### src/fpcp_pkg.sv
/*
 * Constants, types and timing counts for the front-panel channel programmer.
 * Assumes a single 40 MHz clock and an APB master with 32-bit data.
 */
package fpcp_pkg;
    localparam int NCH = 4;
    localparam int TW = 12;
    // Register byte offsets.
    localparam logic [7:0] OFS_CTRL = 8'h00;
    localparam logic [7:0] OFS_STATUS = 8'h04;
    localparam logic [7:0] OFS_CHAN = 8'h08;
    localparam logic [7:0] OFS_THRESHOLD_READOUT_KEY = 8'h0C;
    localparam logic [7:0] OFS_FUNC_A = 8'h10;
    localparam logic [7:0] OFS_FUNC_B = 8'h14;
    // Control register fields and reset value.
    localparam int CTRL_SRC_LSB = 0;
    localparam int CTRL_GATE_BIT = 2;
    localparam logic [2:0] CTRL_RESET = 3'h0;
    localparam logic [1:0] SRC_B = 2'h1;
    localparam logic [1:0] SRC_SEQ = 2'h2;
    // Thresholds in units of 10 mV.
    localparam logic signed [TW-1:0] PRESET_TTL = 12'sh08C;
    localparam logic signed [TW-1:0] PRESET_ECL = -12'sh082;
    localparam logic signed [TW-1:0] ADJ_MAX = 12'sh0FF;
    localparam logic [1:0] SENS_MAX = 2'h2;
    // Level key timing in milliseconds and derived cycle counts.
    localparam int CLK_KHZ = 40000;
    localparam int STEP_SLOW_MS = 400;
    localparam int STEP_FAST_MS = 25;
    localparam int PAUSE_MS = 600;
    localparam int STEP_SLOW_CYC = STEP_SLOW_MS * CLK_KHZ;
    localparam int STEP_FAST_CYC = STEP_FAST_MS * CLK_KHZ;
    localparam int PAUSE_CYC = PAUSE_MS * CLK_KHZ;

    typedef enum logic {MODE_CHAN, MODE_EQN} fpcp_mode_t;

    typedef struct packed {
        logic mode_toggle_key;
        logic [NCH-1:0] channel_key;
        logic display_key;
        logic vdiv_up_key;
        logic vdiv_down_key;
        logic ground_key;
        logic termination_key;
        logic logic_family_key;
        logic threshold_readout_key;
        logic level_up_key;
        logic level_down_key;
        logic probe_offset_key;
        logic clear_key;
        logic and_key;
        logic or_key;
        logic not_key;
        logic edge_key;
        logic func_a_key;
        logic func_b_key;
    } fpcp_keys_t;

    typedef struct packed {
        logic equation_entry_mode;
        logic [NCH-1:0] chan_sel;
        logic [NCH-1:0] display_on;
        logic [NCH-1:0] family_ttl;
        logic [NCH-1:0] grounded;
        logic [NCH-1:0] high_z;
        logic readout_on;
        logic offset_green;
        logic func_b_shown;
    } fpcp_lamps_t;

    typedef struct packed {
        logic [1:0] edge_ch;
        logic edge_en;
        logic [NCH-1:0] pol;
        logic [NCH-1:0] care;
    } fpcp_prod_t;
endpackage

### src/fpcp_panel.sv
/*
 * Front-panel programmer: key decoding, per-channel settings, threshold
 * readout with held-key stepping, Boolean trigger functions and trigger out.
 * Assumes panel keys and comparators arrive asynchronously, the probe offset
 * sample comes from logic on CLK, and an APB master on the same clock.
 */
// The placing of the registers and the APB interface to the registers were chosen for this implementation.
`timescale 1ns/1ps
`default_nettype none
module fpcp_panel
    import fpcp_pkg::*;
#(
    parameter int STEP_SLOW = STEP_SLOW_CYC,
    parameter int STEP_FAST = STEP_FAST_CYC,
    parameter int PAUSE = PAUSE_CYC
) (
    input wire logic CLK,
    input wire logic RST_N,
    input wire logic CE,
    input wire logic PSEL,
    input wire logic PENABLE,
    input wire logic PWRITE,
    input wire logic [7:0] PADDR,
    input wire logic [31:0] PWDATA,
    output logic [31:0] PRDATA,
    output logic PREADY,
    output logic PSLVERR,
    input wire fpcp_keys_t KEYS,
    input wire logic [NCH-1:0] COMP,
    input wire logic signed [TW-1:0] OFFSET_SAMPLE,
    output fpcp_lamps_t LAMPS,
    output logic signed [TW-1:0] READOUT,
    output logic [2*NCH-1:0] SENS,
    output logic TRIG_OUT,
    output logic ARMED
);
    localparam int KW = $bits(fpcp_keys_t);

    // Product evaluation: level terms must match, the edge term needs its edge.
    function automatic logic prod_hit(fpcp_prod_t p, logic [NCH-1:0] v,
                                      logic [NCH-1:0] rise, logic [NCH-1:0] fall);
        logic ok;
        ok = |p.care;
        for (int i = 0; i < NCH; i++) begin
            if (p.care[i]) begin
                if (p.edge_en && p.edge_ch == i[1:0]) begin
                    ok = ok & (p.pol[i] ? rise[i] : fall[i]);
                end else begin
                    ok = ok & (v[i] == p.pol[i]);
                end
            end
        end
        return ok;
    endfunction

    // Key and comparator synchronisers, then a previous copy for edges.
    logic [KW-1:0] key_s1_r, key_s2_r, key_prev_r;
    logic [NCH-1:0] cmp_s1_r, cmp_s2_r, cmp_prev_r;
    always_ff @(posedge CLK or negedge RST_N) begin
        if (!RST_N) begin
            key_s1_r <= '0;
            key_s2_r <= '0;
            key_prev_r <= '0;
            cmp_s1_r <= '0;
            cmp_s2_r <= '0;
            cmp_prev_r <= '0;
        end else if (CE) begin
            key_s1_r <= KEYS;
            key_s2_r <= key_s1_r;
            key_prev_r <= key_s2_r;
            cmp_s1_r <= COMP;
            cmp_s2_r <= cmp_s1_r;
            cmp_prev_r <= cmp_s2_r;
        end
    end

    fpcp_keys_t press, held;
    assign held = key_s2_r;
    assign press = key_s2_r & ~key_prev_r;

    // State.
    fpcp_mode_t mode_r;
    logic [1:0] sel_r;
    logic [NCH-1:0] disp_r, ttl_r, gnd_r, hiz_r;
    logic [1:0] sens_r [NCH];
    logic signed [TW-1:0] adj_r [NCH];
    logic signed [TW-1:0] ofs_r [NCH];
    logic readout_on_r;
    logic [2:0] ctrl_r;
    fpcp_prod_t fn_r [2][2];
    logic shown_b_r, prod_ix_r, last_v_r, pend_not_r, pend_edge_r;
    logic [1:0] last_ch_r;

    // Mode gating of key groups; keys of the idle mode are dropped.
    wire in_chan = (mode_r == MODE_CHAN);
    wire in_eqn = (mode_r == MODE_EQN);
    wire lvl_ok = in_chan & readout_on_r;
    wire any_ch = |press.channel_key;
    logic [1:0] ch_ix;
    always_comb begin
        ch_ix = 2'd0;
        for (int i = NCH - 1; i >= 0; i--) begin
            if (press.channel_key[i]) begin
                ch_ix = i[1:0];
            end
        end
    end

    // Mode key toggles between the two modes, one always in force.
    always_ff @(posedge CLK or negedge RST_N) begin
        if (!RST_N) begin
            mode_r <= MODE_CHAN;
        end else if (CE && press.mode_toggle_key) begin
            mode_r <= in_chan ? MODE_EQN : MODE_CHAN;
        end
    end

    // Channel selection only moves in setup mode and survives mode changes.
    always_ff @(posedge CLK or negedge RST_N) begin
        if (!RST_N) begin
            sel_r <= 2'd0;
        end else if (CE && in_chan && any_ch) begin
            sel_r <= ch_ix;
        end
    end

    // Per-channel flag toggles acting on the selected channel, and the single readout toggle.
    always_ff @(posedge CLK or negedge RST_N) begin
        if (!RST_N) begin
            disp_r <= '1;
            ttl_r <= '1;
            gnd_r <= '0;
            hiz_r <= '1;
            readout_on_r <= 1'b0;
        end else if (CE && in_chan) begin
            disp_r[sel_r] <= disp_r[sel_r] ^ press.display_key;
            gnd_r[sel_r] <= gnd_r[sel_r] ^ press.ground_key;
            hiz_r[sel_r] <= hiz_r[sel_r] ^ press.termination_key;
            ttl_r[sel_r] <= ttl_r[sel_r] ^ press.logic_family_key;
            readout_on_r <= readout_on_r ^ press.threshold_readout_key;
        end
    end

    // Sensitivity step: 0 is least sensitive, SENS_MAX most; kept over family changes.
    always_ff @(posedge CLK or negedge RST_N) begin
        if (!RST_N) begin
            for (int i = 0; i < NCH; i++) begin
                sens_r[i] <= 2'd0;
            end
        end else if (CE && in_chan) begin
            if (press.vdiv_up_key && sens_r[sel_r] != SENS_MAX) begin
                sens_r[sel_r] <= sens_r[sel_r] + 2'd1;
            end else if (press.vdiv_down_key && sens_r[sel_r] != 2'd0) begin
                sens_r[sel_r] <= sens_r[sel_r] - 2'd1;
            end
        end
    end

    // Probe offset: acquire a sample, or clear a held one; kept otherwise.
    always_ff @(posedge CLK or negedge RST_N) begin
        if (!RST_N) begin
            for (int i = 0; i < NCH; i++) begin
                ofs_r[i] <= '0;
            end
        end else if (CE && lvl_ok && press.probe_offset_key) begin
            ofs_r[sel_r] <= (ofs_r[sel_r] != 0) ? '0 : OFFSET_SAMPLE;
        end
    end

    // Held level key timing: first push steps at once, then faster, with a
    // pause each time the adjustment comes back to the preset.
    logic [31:0] wait_r, intv_r;
    wire lvl_held = lvl_ok & (held.level_up_key | held.level_down_key);
    wire lvl_push = lvl_ok & (press.level_up_key | press.level_down_key);
    wire step_now = lvl_push | (lvl_held & wait_r == 0);
    wire up_dir = held.level_up_key;
    wire signed [TW-1:0] adj_cur = adj_r[sel_r];
    wire signed [TW-1:0] adj_nxt = up_dir ? adj_cur + 12'sd1 : adj_cur - 12'sd1;
    wire adj_lim = up_dir ? (adj_cur == ADJ_MAX) : (adj_cur == -ADJ_MAX);
    wire [31:0] half_intv = intv_r >> 1;
    always_ff @(posedge CLK or negedge RST_N) begin
        if (!RST_N) begin
            wait_r <= '0;
            intv_r <= '0;
        end else if (CE) begin
            if (!lvl_held) begin
                intv_r <= 32'(STEP_SLOW);
                wait_r <= '0;
            end else if (step_now) begin
                intv_r <= (half_intv < 32'(STEP_FAST)) ? 32'(STEP_FAST) : half_intv;
                wait_r <= (adj_nxt == 0) ? 32'(PAUSE) : intv_r;
            end else begin
                wait_r <= wait_r - 32'd1;
            end
        end
    end

    // Adjustment held per channel, relative to the family preset.
    always_ff @(posedge CLK or negedge RST_N) begin
        if (!RST_N) begin
            for (int i = 0; i < NCH; i++) begin
                adj_r[i] <= '0;
            end
        end else if (CE && step_now && !adj_lim) begin
            adj_r[sel_r] <= adj_nxt;
        end
    end

    // Effective threshold of the selected channel: preset plus adjust plus offset.
    wire signed [TW-1:0] preset_sel = ttl_r[sel_r] ? PRESET_TTL : PRESET_ECL;
    wire signed [TW-1:0] thr_sel = preset_sel + adj_cur + ofs_r[sel_r];

    // Equation entry: channel, NOT and EDGE in any order; AND ends a term, OR
    // moves to the second product, CLEAR wipes only the shown function.
    wire fb = shown_b_r;
    wire pi = prod_ix_r;
    always_ff @(posedge CLK or negedge RST_N) begin
        if (!RST_N) begin
            fn_r <= '{default: '0};
            shown_b_r <= 1'b0;
            prod_ix_r <= 1'b0;
            last_v_r <= 1'b0;
            last_ch_r <= 2'd0;
            pend_not_r <= 1'b0;
            pend_edge_r <= 1'b0;
        end else if (CE && in_eqn) begin
            if (press.func_a_key || press.func_b_key) begin
                shown_b_r <= press.func_b_key;
                prod_ix_r <= 1'b0;
                last_v_r <= 1'b0;
            end else if (press.clear_key) begin
                fn_r[fb] <= '{default: '0};
                prod_ix_r <= 1'b0;
                last_v_r <= 1'b0;
            end else if (press.and_key || press.or_key) begin
                prod_ix_r <= press.or_key ? 1'b1 : pi;
                last_v_r <= 1'b0;
                pend_not_r <= 1'b0;
                pend_edge_r <= 1'b0;
            end else if (any_ch) begin
                fn_r[fb][pi].care[ch_ix] <= 1'b1;
                fn_r[fb][pi].pol[ch_ix] <= ~pend_not_r;
                if (pend_edge_r) begin
                    fn_r[fb][pi].edge_en <= 1'b1;
                    fn_r[fb][pi].edge_ch <= ch_ix;
                end
                last_v_r <= 1'b1;
                last_ch_r <= ch_ix;
                pend_not_r <= 1'b0;
                pend_edge_r <= 1'b0;
            end else if (press.not_key) begin
                if (last_v_r) begin
                    fn_r[fb][pi].pol[last_ch_r] <= ~fn_r[fb][pi].pol[last_ch_r];
                end else begin
                    pend_not_r <= ~pend_not_r;
                end
            end else if (press.edge_key) begin
                if (last_v_r) begin
                    fn_r[fb][pi].edge_en <= !(fn_r[fb][pi].edge_en
                                              && fn_r[fb][pi].edge_ch == last_ch_r);
                    fn_r[fb][pi].edge_ch <= last_ch_r;
                end else begin
                    pend_edge_r <= ~pend_edge_r;
                end
            end
        end
    end

    // Trigger evaluation on grounded-masked comparator levels.
    wire [NCH-1:0] cin = cmp_s2_r & ~gnd_r;
    wire [NCH-1:0] cprev = cmp_prev_r & ~gnd_r;
    wire [NCH-1:0] rise = cin & ~cprev;
    wire [NCH-1:0] fall = ~cin & cprev;
    wire hit_a = prod_hit(fn_r[0][0], cin, rise, fall) | prod_hit(fn_r[0][1], cin, rise, fall);
    wire hit_b = prod_hit(fn_r[1][0], cin, rise, fall) | prod_hit(fn_r[1][1], cin, rise, fall);
    wire [1:0] src = ctrl_r[CTRL_SRC_LSB +: 2];
    wire gate_mode = ctrl_r[CTRL_GATE_BIT];
    wire is_seq = (src == SRC_SEQ);
    wire seq_fire = is_seq & ARMED & hit_b;
    wire trig_nxt = is_seq ? (gate_mode ? (seq_fire | (TRIG_OUT & hit_b)) : seq_fire)
                           : ((src == SRC_B) ? hit_b : hit_a);

    // Arm on A, fire on the next B, then wait for A again.
    always_ff @(posedge CLK or negedge RST_N) begin
        if (!RST_N) begin
            ARMED <= 1'b0;
            TRIG_OUT <= 1'b0;
        end else if (CE) begin
            ARMED <= is_seq & ((ARMED & ~hit_b) | (~ARMED & hit_a));
            TRIG_OUT <= trig_nxt;
        end
    end

    // Panel outputs, registered.
    always_ff @(posedge CLK or negedge RST_N) begin
        if (!RST_N) begin
            LAMPS <= '0;
            READOUT <= '0;
            SENS <= '0;
        end else if (CE) begin
            LAMPS.equation_entry_mode <= in_eqn;
            LAMPS.chan_sel <= NCH'(1) << sel_r;
            LAMPS.display_on <= disp_r;
            LAMPS.family_ttl <= ttl_r;
            LAMPS.grounded <= gnd_r;
            LAMPS.high_z <= hiz_r;
            LAMPS.readout_on <= readout_on_r;
            LAMPS.offset_green <= readout_on_r & (ofs_r[sel_r] != 0);
            LAMPS.func_b_shown <= shown_b_r;
            READOUT <= readout_on_r ? thr_sel : '0;
            for (int i = 0; i < NCH; i++) begin
                SENS[2*i +: 2] <= sens_r[i];
            end
        end
    end

    // APB slave: one wait state, then answer; unmapped addresses give an error.
    wire acc = PSEL & PENABLE & ~PREADY;
    wire hit_ctrl = (PADDR == OFS_CTRL);
    wire hit_stat = (PADDR == OFS_STATUS);
    wire hit_chan = (PADDR == OFS_CHAN);
    wire hit_thr = (PADDR == OFS_THRESHOLD_READOUT_KEY);
    wire hit_fa = (PADDR == OFS_FUNC_A);
    wire hit_fb = (PADDR == OFS_FUNC_B);
    wire mapped = hit_ctrl | hit_stat | hit_chan | hit_thr | hit_fa | hit_fb;
    logic [31:0] chan_word;
    always_comb begin
        chan_word = '0;
        for (int i = 0; i < NCH; i++) begin
            chan_word[8*i +: 6] = {sens_r[i], ttl_r[i], hiz_r[i], gnd_r[i], disp_r[i]};
        end
    end
    wire [31:0] rd_mux =
        hit_ctrl ? {29'h0000_0000, ctrl_r} :
        hit_stat ? {26'h000_0000, TRIG_OUT, ARMED, readout_on_r, sel_r, in_eqn} :
        hit_chan ? chan_word :
        hit_thr ? {20'h0_0000, thr_sel} :
        hit_fa ? {10'h000, fn_r[0][1], fn_r[0][0]} :
        hit_fb ? {10'h000, fn_r[1][1], fn_r[1][0]} : 32'h0000_0000;
    always_ff @(posedge CLK or negedge RST_N) begin
        if (!RST_N) begin
            PREADY <= 1'b0;
            PSLVERR <= 1'b0;
            PRDATA <= '0;
            ctrl_r <= CTRL_RESET;
        end else if (CE) begin
            PREADY <= acc;
            PSLVERR <= acc & ~mapped;
            PRDATA <= (acc & ~PWRITE) ? rd_mux : '0;
            if (acc && PWRITE && hit_ctrl) begin
                ctrl_r <= PWDATA[2:0];
            end
        end
    end
endmodule
`default_nettype wire

### config.mk
export PLATFORM = sky130hd
export DESIGN_NAME = fpcp_panel
export DESIGN_NICKNAME = d
export VERILOG_FILES = /design/src/fpcp_pkg.sv /design/src/fpcp_panel.sv
export SDC_FILE = /design/constraint.sdc
export NUM_CORES = 1
export LEC_CHECK = 0
export BUFFER_PORTS_ARGS = -buffer_cell sky130_fd_sc_hd__buf_4
export CAP_MARGIN = 20
export CORE_UTILIZATION = 60
export CTS_CLUSTER_DIAMETER = 80
export DETAILED_ROUTE_END_ITERATION = 6
export PLACE_DENSITY_LB_ADDON = 0.12
export SLEW_MARGIN = 20
export SYNTH_ARGS = -nofsm -noshare
export SYNTH_HDL_FRONTEND = slang
export SYNTH_SLANG_ARGS = --single-unit
### constraint.sdc
create_clock -name CLK -period 6.7 [get_ports CLK]
set_input_delay 0.67 -clock CLK [delete_from_list [all_inputs] [get_ports CLK]]
set_output_delay 0.67 -clock CLK [all_outputs]
set_load 0.05 [all_outputs]
==> flow_summary.json, run 1 <==
{
  "cts_made_buffers": 42,
  "synth_seq_cells": 388,
  "grt_pass1_wl_um": 81760,
  "power_switching_w": 0.005352,
  "ant_nets": 0,
  "h-tree-depth": 2,
  "root_buffer": "clkbuf_16",
  "yosysUniqueCellTypes": 81,
  "clock_latency_ns": 0.55,
  "drt_iter0_drc": 1534,
  "dp_hpwl_um": 35330,
  "worst-setup-path-type": "register to register",
  "cts.sinks": 388,
  "netlist_instances": 1815,
  "placed_cell_area_mm2": 0.02062,
  "max-cap-violations": 0,
  "power_frac_seq_pct": 32.0,
  "die_y_um": 181.8,
  "async_flop_share_pct": 100.0,
  "pin_count": 164,
  "drv_slew": 0,
  "fin_ws_ns": 1.728,
  "core_mm2": 0.03172,
  "routabilityCongestion": 0.9586,
  "cp.required_ns": 7.12,
  "layout-drive-gt1-share_pct": 22.06,
  "grt_max_degree": 129,
  "hold_path.class": "primary input to async pin",
  "cts_tree": "done",
  "synth_area_mm2": 0.01940,
  "vias": 14884,
  "finalSetupViolations": 0,
  "syn_avg_cell_area_um2": 10.69,
  "whs_ns": 0.1539,
  "clock_skew_ns": 0.01674,
  "rr_worst_depth": 13,
  "p_int_w": 0.006785,
  "port-buffer-count": 130,
  "diodes": 0,
  "post_cts_resized": 0,
  "ys_warn_count": 0,
  "routed_via_density": 6.355,
  "track_usage_pct": 31.65,
  "die_area_mm2": 0.03306,
  "arrival_ns": 5.39,
  "post-place-ws_ns": 1.774,
  "final_area_mm2": 0.02209,
  "nets": 2029,
  "relSlewSlack_pct": 32.07,
  "final_cell_mix": "dfrtp_1 (374), nand2_1 (181), o21ai_0 (165)",
  "comb_power_share_pct": 47.9,
  "rsz0062_at_grt": "false",
  "clockBufferDepth": 3,
  "power_w": 0.01214,
  "worst_setup_path_start_kind": "register",
  "antenna_found_initial": 0,
  "p_leak_nw": 9.814,
  "finalSetupTns_ns": 0,
  "min_period_over_period_pct": 74.21,
  "max_freq_mhz": 201.1,
  "powerDensity_mw_per_mm2": 549.5,
  "final_common_cell": "dfrtp_1",
  "path_max_fanout": 27,
  "synth_edf_count": 0,
  "first_pass_iters": 6,
  "min_period_ns": 4.972,
  "synth_top_flop_cell": "dfrtp_1",
  "drt-total-wl_um": 50940,
  "hold_buffers": 0,
  "ys_seq_area_share_pct": 50.12,
  "swShare_pct": 44.10,
  "cts_setup_buffers": 0,
  "hold_viol_final": 0,
  "num_rows": 65,
  "syn2layout_area_growth_pct": 13.85,
  "wl_per_cell_um": 21.75,
  "drc": 0,
  "grt_pass1_vias": 14506,
  "worst_pin_slew_ns": 1.011,
  "grt-ovfl-total": 0,
  "ir_drop_mv": 0.4860,
  "outcome": "completed",
  "floorplan.initialDensity_pct": 61.17,
  "clkTransAtPathRegs_ns": 0.06,
  "die_x_um": 181.8,
  "clockPowerShare_pct": 20.0,
  "crit_path_end_kind": "register"
}
==> routing by layer <==
layer	GRT usage, %	up-vias	wire (µm)
li1	-	6764	-
met1	47.33	7427	23120
met2	47.74	616	22880
met3	5.515	77	3783
met4	8.780	0	1155
met5	0	-	0
==> area by class of cell <==
class	instances	area, µm²
flip-flops and latches	388	9727
repair buffers	143	1101
inverters	78	292.8
fillers	2350	9630
clock inverters	8	158.9
multi-input cells	1254	9001
well taps	402	503.0
clock buffers	69	1304
==> worst max-delay path, cell delays in order (launching register included) <==
cell and delay [ns]:
dfrtp_2 0.72, buf_4 0.52, mux4_2 0.78, fa_1 0.57, inv_1 0.04, ha_1 0.22
a21o_1 0.19, a21oi_1 0.22, o21bai_1 0.13, a2111oi_0 0.62, o31ai_1 0.20, xor2_1 0.21
a221oi_1 0.32, o2bb2ai_1 0.10
==> kinds of logic (layout without fill, tap and decap cells) <==
group / count (synthesis) / after routing / synth area share, %
DFF: 388 / 388 / 50.12
adders and majority gates: 38 / 38 / 2.838
and+or+nand+nor: 511 / 511 / 12.34
buffers and inverters: 176 / 298 / 3.612
AOI/OAI and AO/OA: 458 / 458 / 15.47
xor gates and xnor gates: 40 / 40 / 1.806
other: 1 / 4 / 0.01933
muxes: 203 / 203 / 13.79
==> final timing paths <==
path                            slack (ns)                  from                      end
worst max-delay path                  1.73  sel_r[0]$_DFFE_PN0P_   PRDATA[10]$_DFFE_PN0P_
worst min-delay path                  0.15                 RST_N   intv_r[15]$_DFFE_PN0P_
worst max register to register        1.73  sel_r[0]$_DFFE_PN0P_   PRDATA[10]$_DFFE_PN0P_
worst min register to register        0.48  ofs_r[0]$_DFFE_PN0P_     ofs_r[0]$_DFFE_PN0P_
max in group asynchronous             5.11                 RST_N  READOUT[11]$_DFFE_PN0P_
min in group CLK                      0.34               COMP[1]  cmp_s1_r[1]$_DFFE_PN0P_
==> Yosys cell counts, types with 24 or more instances <==
cell / number / area (µm²)
dfrtp_1: 376 / 9409
nand2_1: 181 / 679.4
o21ai_0: 165 / 825.8
mux2_2: 150 / 1689
nor2_1: 144 / 540.5
clkbuf_1: 77 / 289.0
inv_1: 77 / 289.0
a21oi_1: 74 / 370.4
mux4_2: 36 / 810.8
a22o_1: 35 / 306.5
nand2b_1: 30 / 187.7
xnor2_1: 29 / 254.0
a31oi_1: 28 / 175.2
ha_1: 28 / 350.3
nor3_1: 24 / 120.1
==> flip-flops by register name, summed over array words and instances, names as in the netlist, 8 cells and up, named ones only <==
signal	cells
adj_r	48
ofs_r	48
fn_r	44
wait_r	32
PRDATA	28
LAMPS	24
intv_r	24
held	22
key_prev_r	22
key_s1_r	22
READOUT	12
SENS	8
==> stage by stage <==
stage / util, % / cells
final: 69.64 / 2342
after CTS: 69.61 / 2342
after detailed placement: 65.00 / 2265
after global placement: 65.00 / 2265
after floorplan: - / 1818
after global routing: 69.64 / 2342
==> power groups by stage <==
stage | Clock, W | Combinational [W] | Sequential (W)
floorplan | 0 | 0.00395 | 0.00390
global placement | 0 | 0.00555 | 0.00386
detailed placement | 0 | 0.00569 | 0.00389
CTS | 0.00246 | 0.00574 | 0.00386
global route | 0.00256 | 0.00636 | 0.00397
finish | 0.00243 | 0.00582 | 0.00389
(Power assumes the default switching activity.)
==> run 2, diff against run 1 <==
==> constraint.sdc (replaced) <==
create_clock -name CLK -period 4.6 [get_ports CLK]
set_input_delay 0.46 -clock CLK [delete_from_list [all_inputs] [get_ports CLK]]
set_output_delay 0.46 -clock CLK [all_outputs]
set_load 0.05 [all_outputs]
==> flow_summary.json, run 2 (synthesis results as in run 1) <==
{
  "ant_nets": 0,
  "worst-setup-path-type": "register to register",
  "powerDensity_mw_per_mm2": 795.8,
  "h-tree-depth": 2,
  "n_fill_cell": 2346,
  "crit_path_end_kind": "register",
  "core_mm2": 0.03172,
  "final_cell_mix": "dfrtp_1 (374), nand2_1 (181), o21ai_0 (165)",
  "drc": 0,
  "arrival_ns": 4.83,
  "cts.sinks": 388,
  "slowest_delay_ns": 0.63,
  "power_w": 0.01767,
  "worst_pin_slew_ns": 1.038,
  "utilization_pct": 70.00,
  "crit_chain": "buf_12 -> mux4_2 -> ha_1 -> nand2_1 -> nor2_1 -> a2111oi_0 -> o211ai_1 -> or4_4 -> o31ai_4 -> nor2_2 -> buf_4 -> a221o_1",
  "die_x_um": 181.8,
  "num_rows": 65,
  "antenna_found_initial": 1,
  "grt-ovfl-total": 0,
  "first_pass_iters": 7,
  "drv_slew": 0,
  "max_freq_mhz": 226.6,
  "hold_buffers": 0,
  "top_regs": "adj_r (48), ofs_r (48), fn_r (44)",
  "outcome": "completed",
  "floorplan.initialDensity_pct": 61.17,
  "root_buffer": "clkbuf_16",
  "min_period_ns": 4.412,
  "die_area_mm2": 0.03306,
  "worst_setup_path_start_kind": "register",
  "grt_max_degree": 126,
  "cp.required_ns": 5.01,
  "die_y_um": 181.8,
  "dp_hpwl_um": 36700,
  "p_leak_nw": 9.895,
  "hold_viol_final": 0,
  "grt_pass1_vias": 14968,
  "fin_ws_ns": 0.1876,
  "grt_pass1_wl_um": 83950,
  "track_usage_pct": 32.61,
  "ir_drop_mv": 0.7190,
  "path_max_fanout": 27,
  "clockBufferDepth": 3,
  "clkTransAtPathRegs_ns": 0.06,
  "routabilityCongestion": 0.9681,
  "post-place-ws_ns": 0.2681,
  "layout-drive-gt1-share_pct": 22.96,
  "cts_tree": "done",
  "port-buffer-count": 130,
  "crit_start": "sel_r[0]$_DFFE_PN0P_",
  "syn2layout_area_growth_pct": 14.43,
  "finalSetupTns_ns": 0,
  "min_period_over_period_pct": 95.92,
  "hold_path.class": "primary input to async pin",
  "relSlewSlack_pct": 30.82,
  "wl_per_cell_um": 22.25,
  "multi_input_area_mm2": 0.008999,
  "vias": 15219,
  "cts_made_buffers": 41,
  "finalSetupViolations": 0,
  "max-cap-violations": 0,
  "clock_latency_ns": 0.55,
  "drt_iter0_drc": 1647,
  "rsz0062_at_grt": "false",
  "nets": 2047,
  "rr_startpoint": "sel_r[0]$_DFFE_PN0P_",
  "clock_skew_ns": 0.01833,
  "seq_area_mm2": 0.009727,
  "whs_ns": 0.03078,
  "pin_count": 164,
  "routed_via_density": 6.451,
  "final_common_cell": "dfrtp_1",
  "drt-total-wl_um": 52480,
  "cp_slowest_cell": "or4_4"
}
-- run 2: metal layers --
layer | vias to the layer above | global-route usage, % | wire length [µm]
li1 | 6799 | - | -
met1 | 7685 | 48.99 | 23580
met2 | 636 | 48.34 | 23350
met3 | 99 | 5.315 | 3850
met4 | 0 | 10.98 | 1704
met5 | - | 0 | 0
-- run 2: cell type report --
cell class | instances | share of cell area, %
sequential | 388 | 43.81
inverter | 78 | 1.319
multi-input combinational | 1254 | 40.53
tap | 402 | 2.266
clock buffer | 65 | 5.844
antenna | 1 | 0.01127
timing repair buffer | 162 | 5.754
clock inverter | 9 | 0.4621
-- run 2: per-stage QoR --
step | std cells | area [µm²]
floorplan | 1818 | 19410
global placement | 2284 | 20800
detailed placement | 2284 | 20800
CTS | 2358 | 22200
global route | 2358 | 22200
finish | 2359 | 22200
-- run 2: timing repair --
action	in CTS	in global routing
gates resized for setup	0	1
setup buffers	0	0
endpoints found under the setup margin	0	2
-- run 2: critical path: cells and delay by family (launching register included) --
kind	cells	cell delay (ns)
buf+inv	2	0.49
fa+ha+maj	1	0.38
mux	1	0.55
simple gates	4	0.87
flops	1	0.62
compound gates	4	1.37
-- run 2: where the power goes --
part | switching, W | internal (W)
combinational | 0.00529 | 0.00335
sequential | 0.00117 | 0.00448
clock | 0.00137 | 0.00200
total | 0.00784 | 0.00983
-- run 2: final timing paths --
check,slack (ns),to,cells after the start
max in group asynchronous,3.42,fn_r[28]$_DFFE_PN0P_,2
hold / removal,0.03,wait_r[15]$_DFFE_PN0P_,1
setup reg to reg,0.19,wait_r[15]$_DFFE_PN0P_,12
setup / recovery,0.19,wait_r[15]$_DFFE_PN0P_,12
hold reg to reg,0.48,ofs_r[41]$_DFFE_PN0P_,2
min in group CLK,0.15,key_s1_r[11]$_DFFE_PN0P_,2
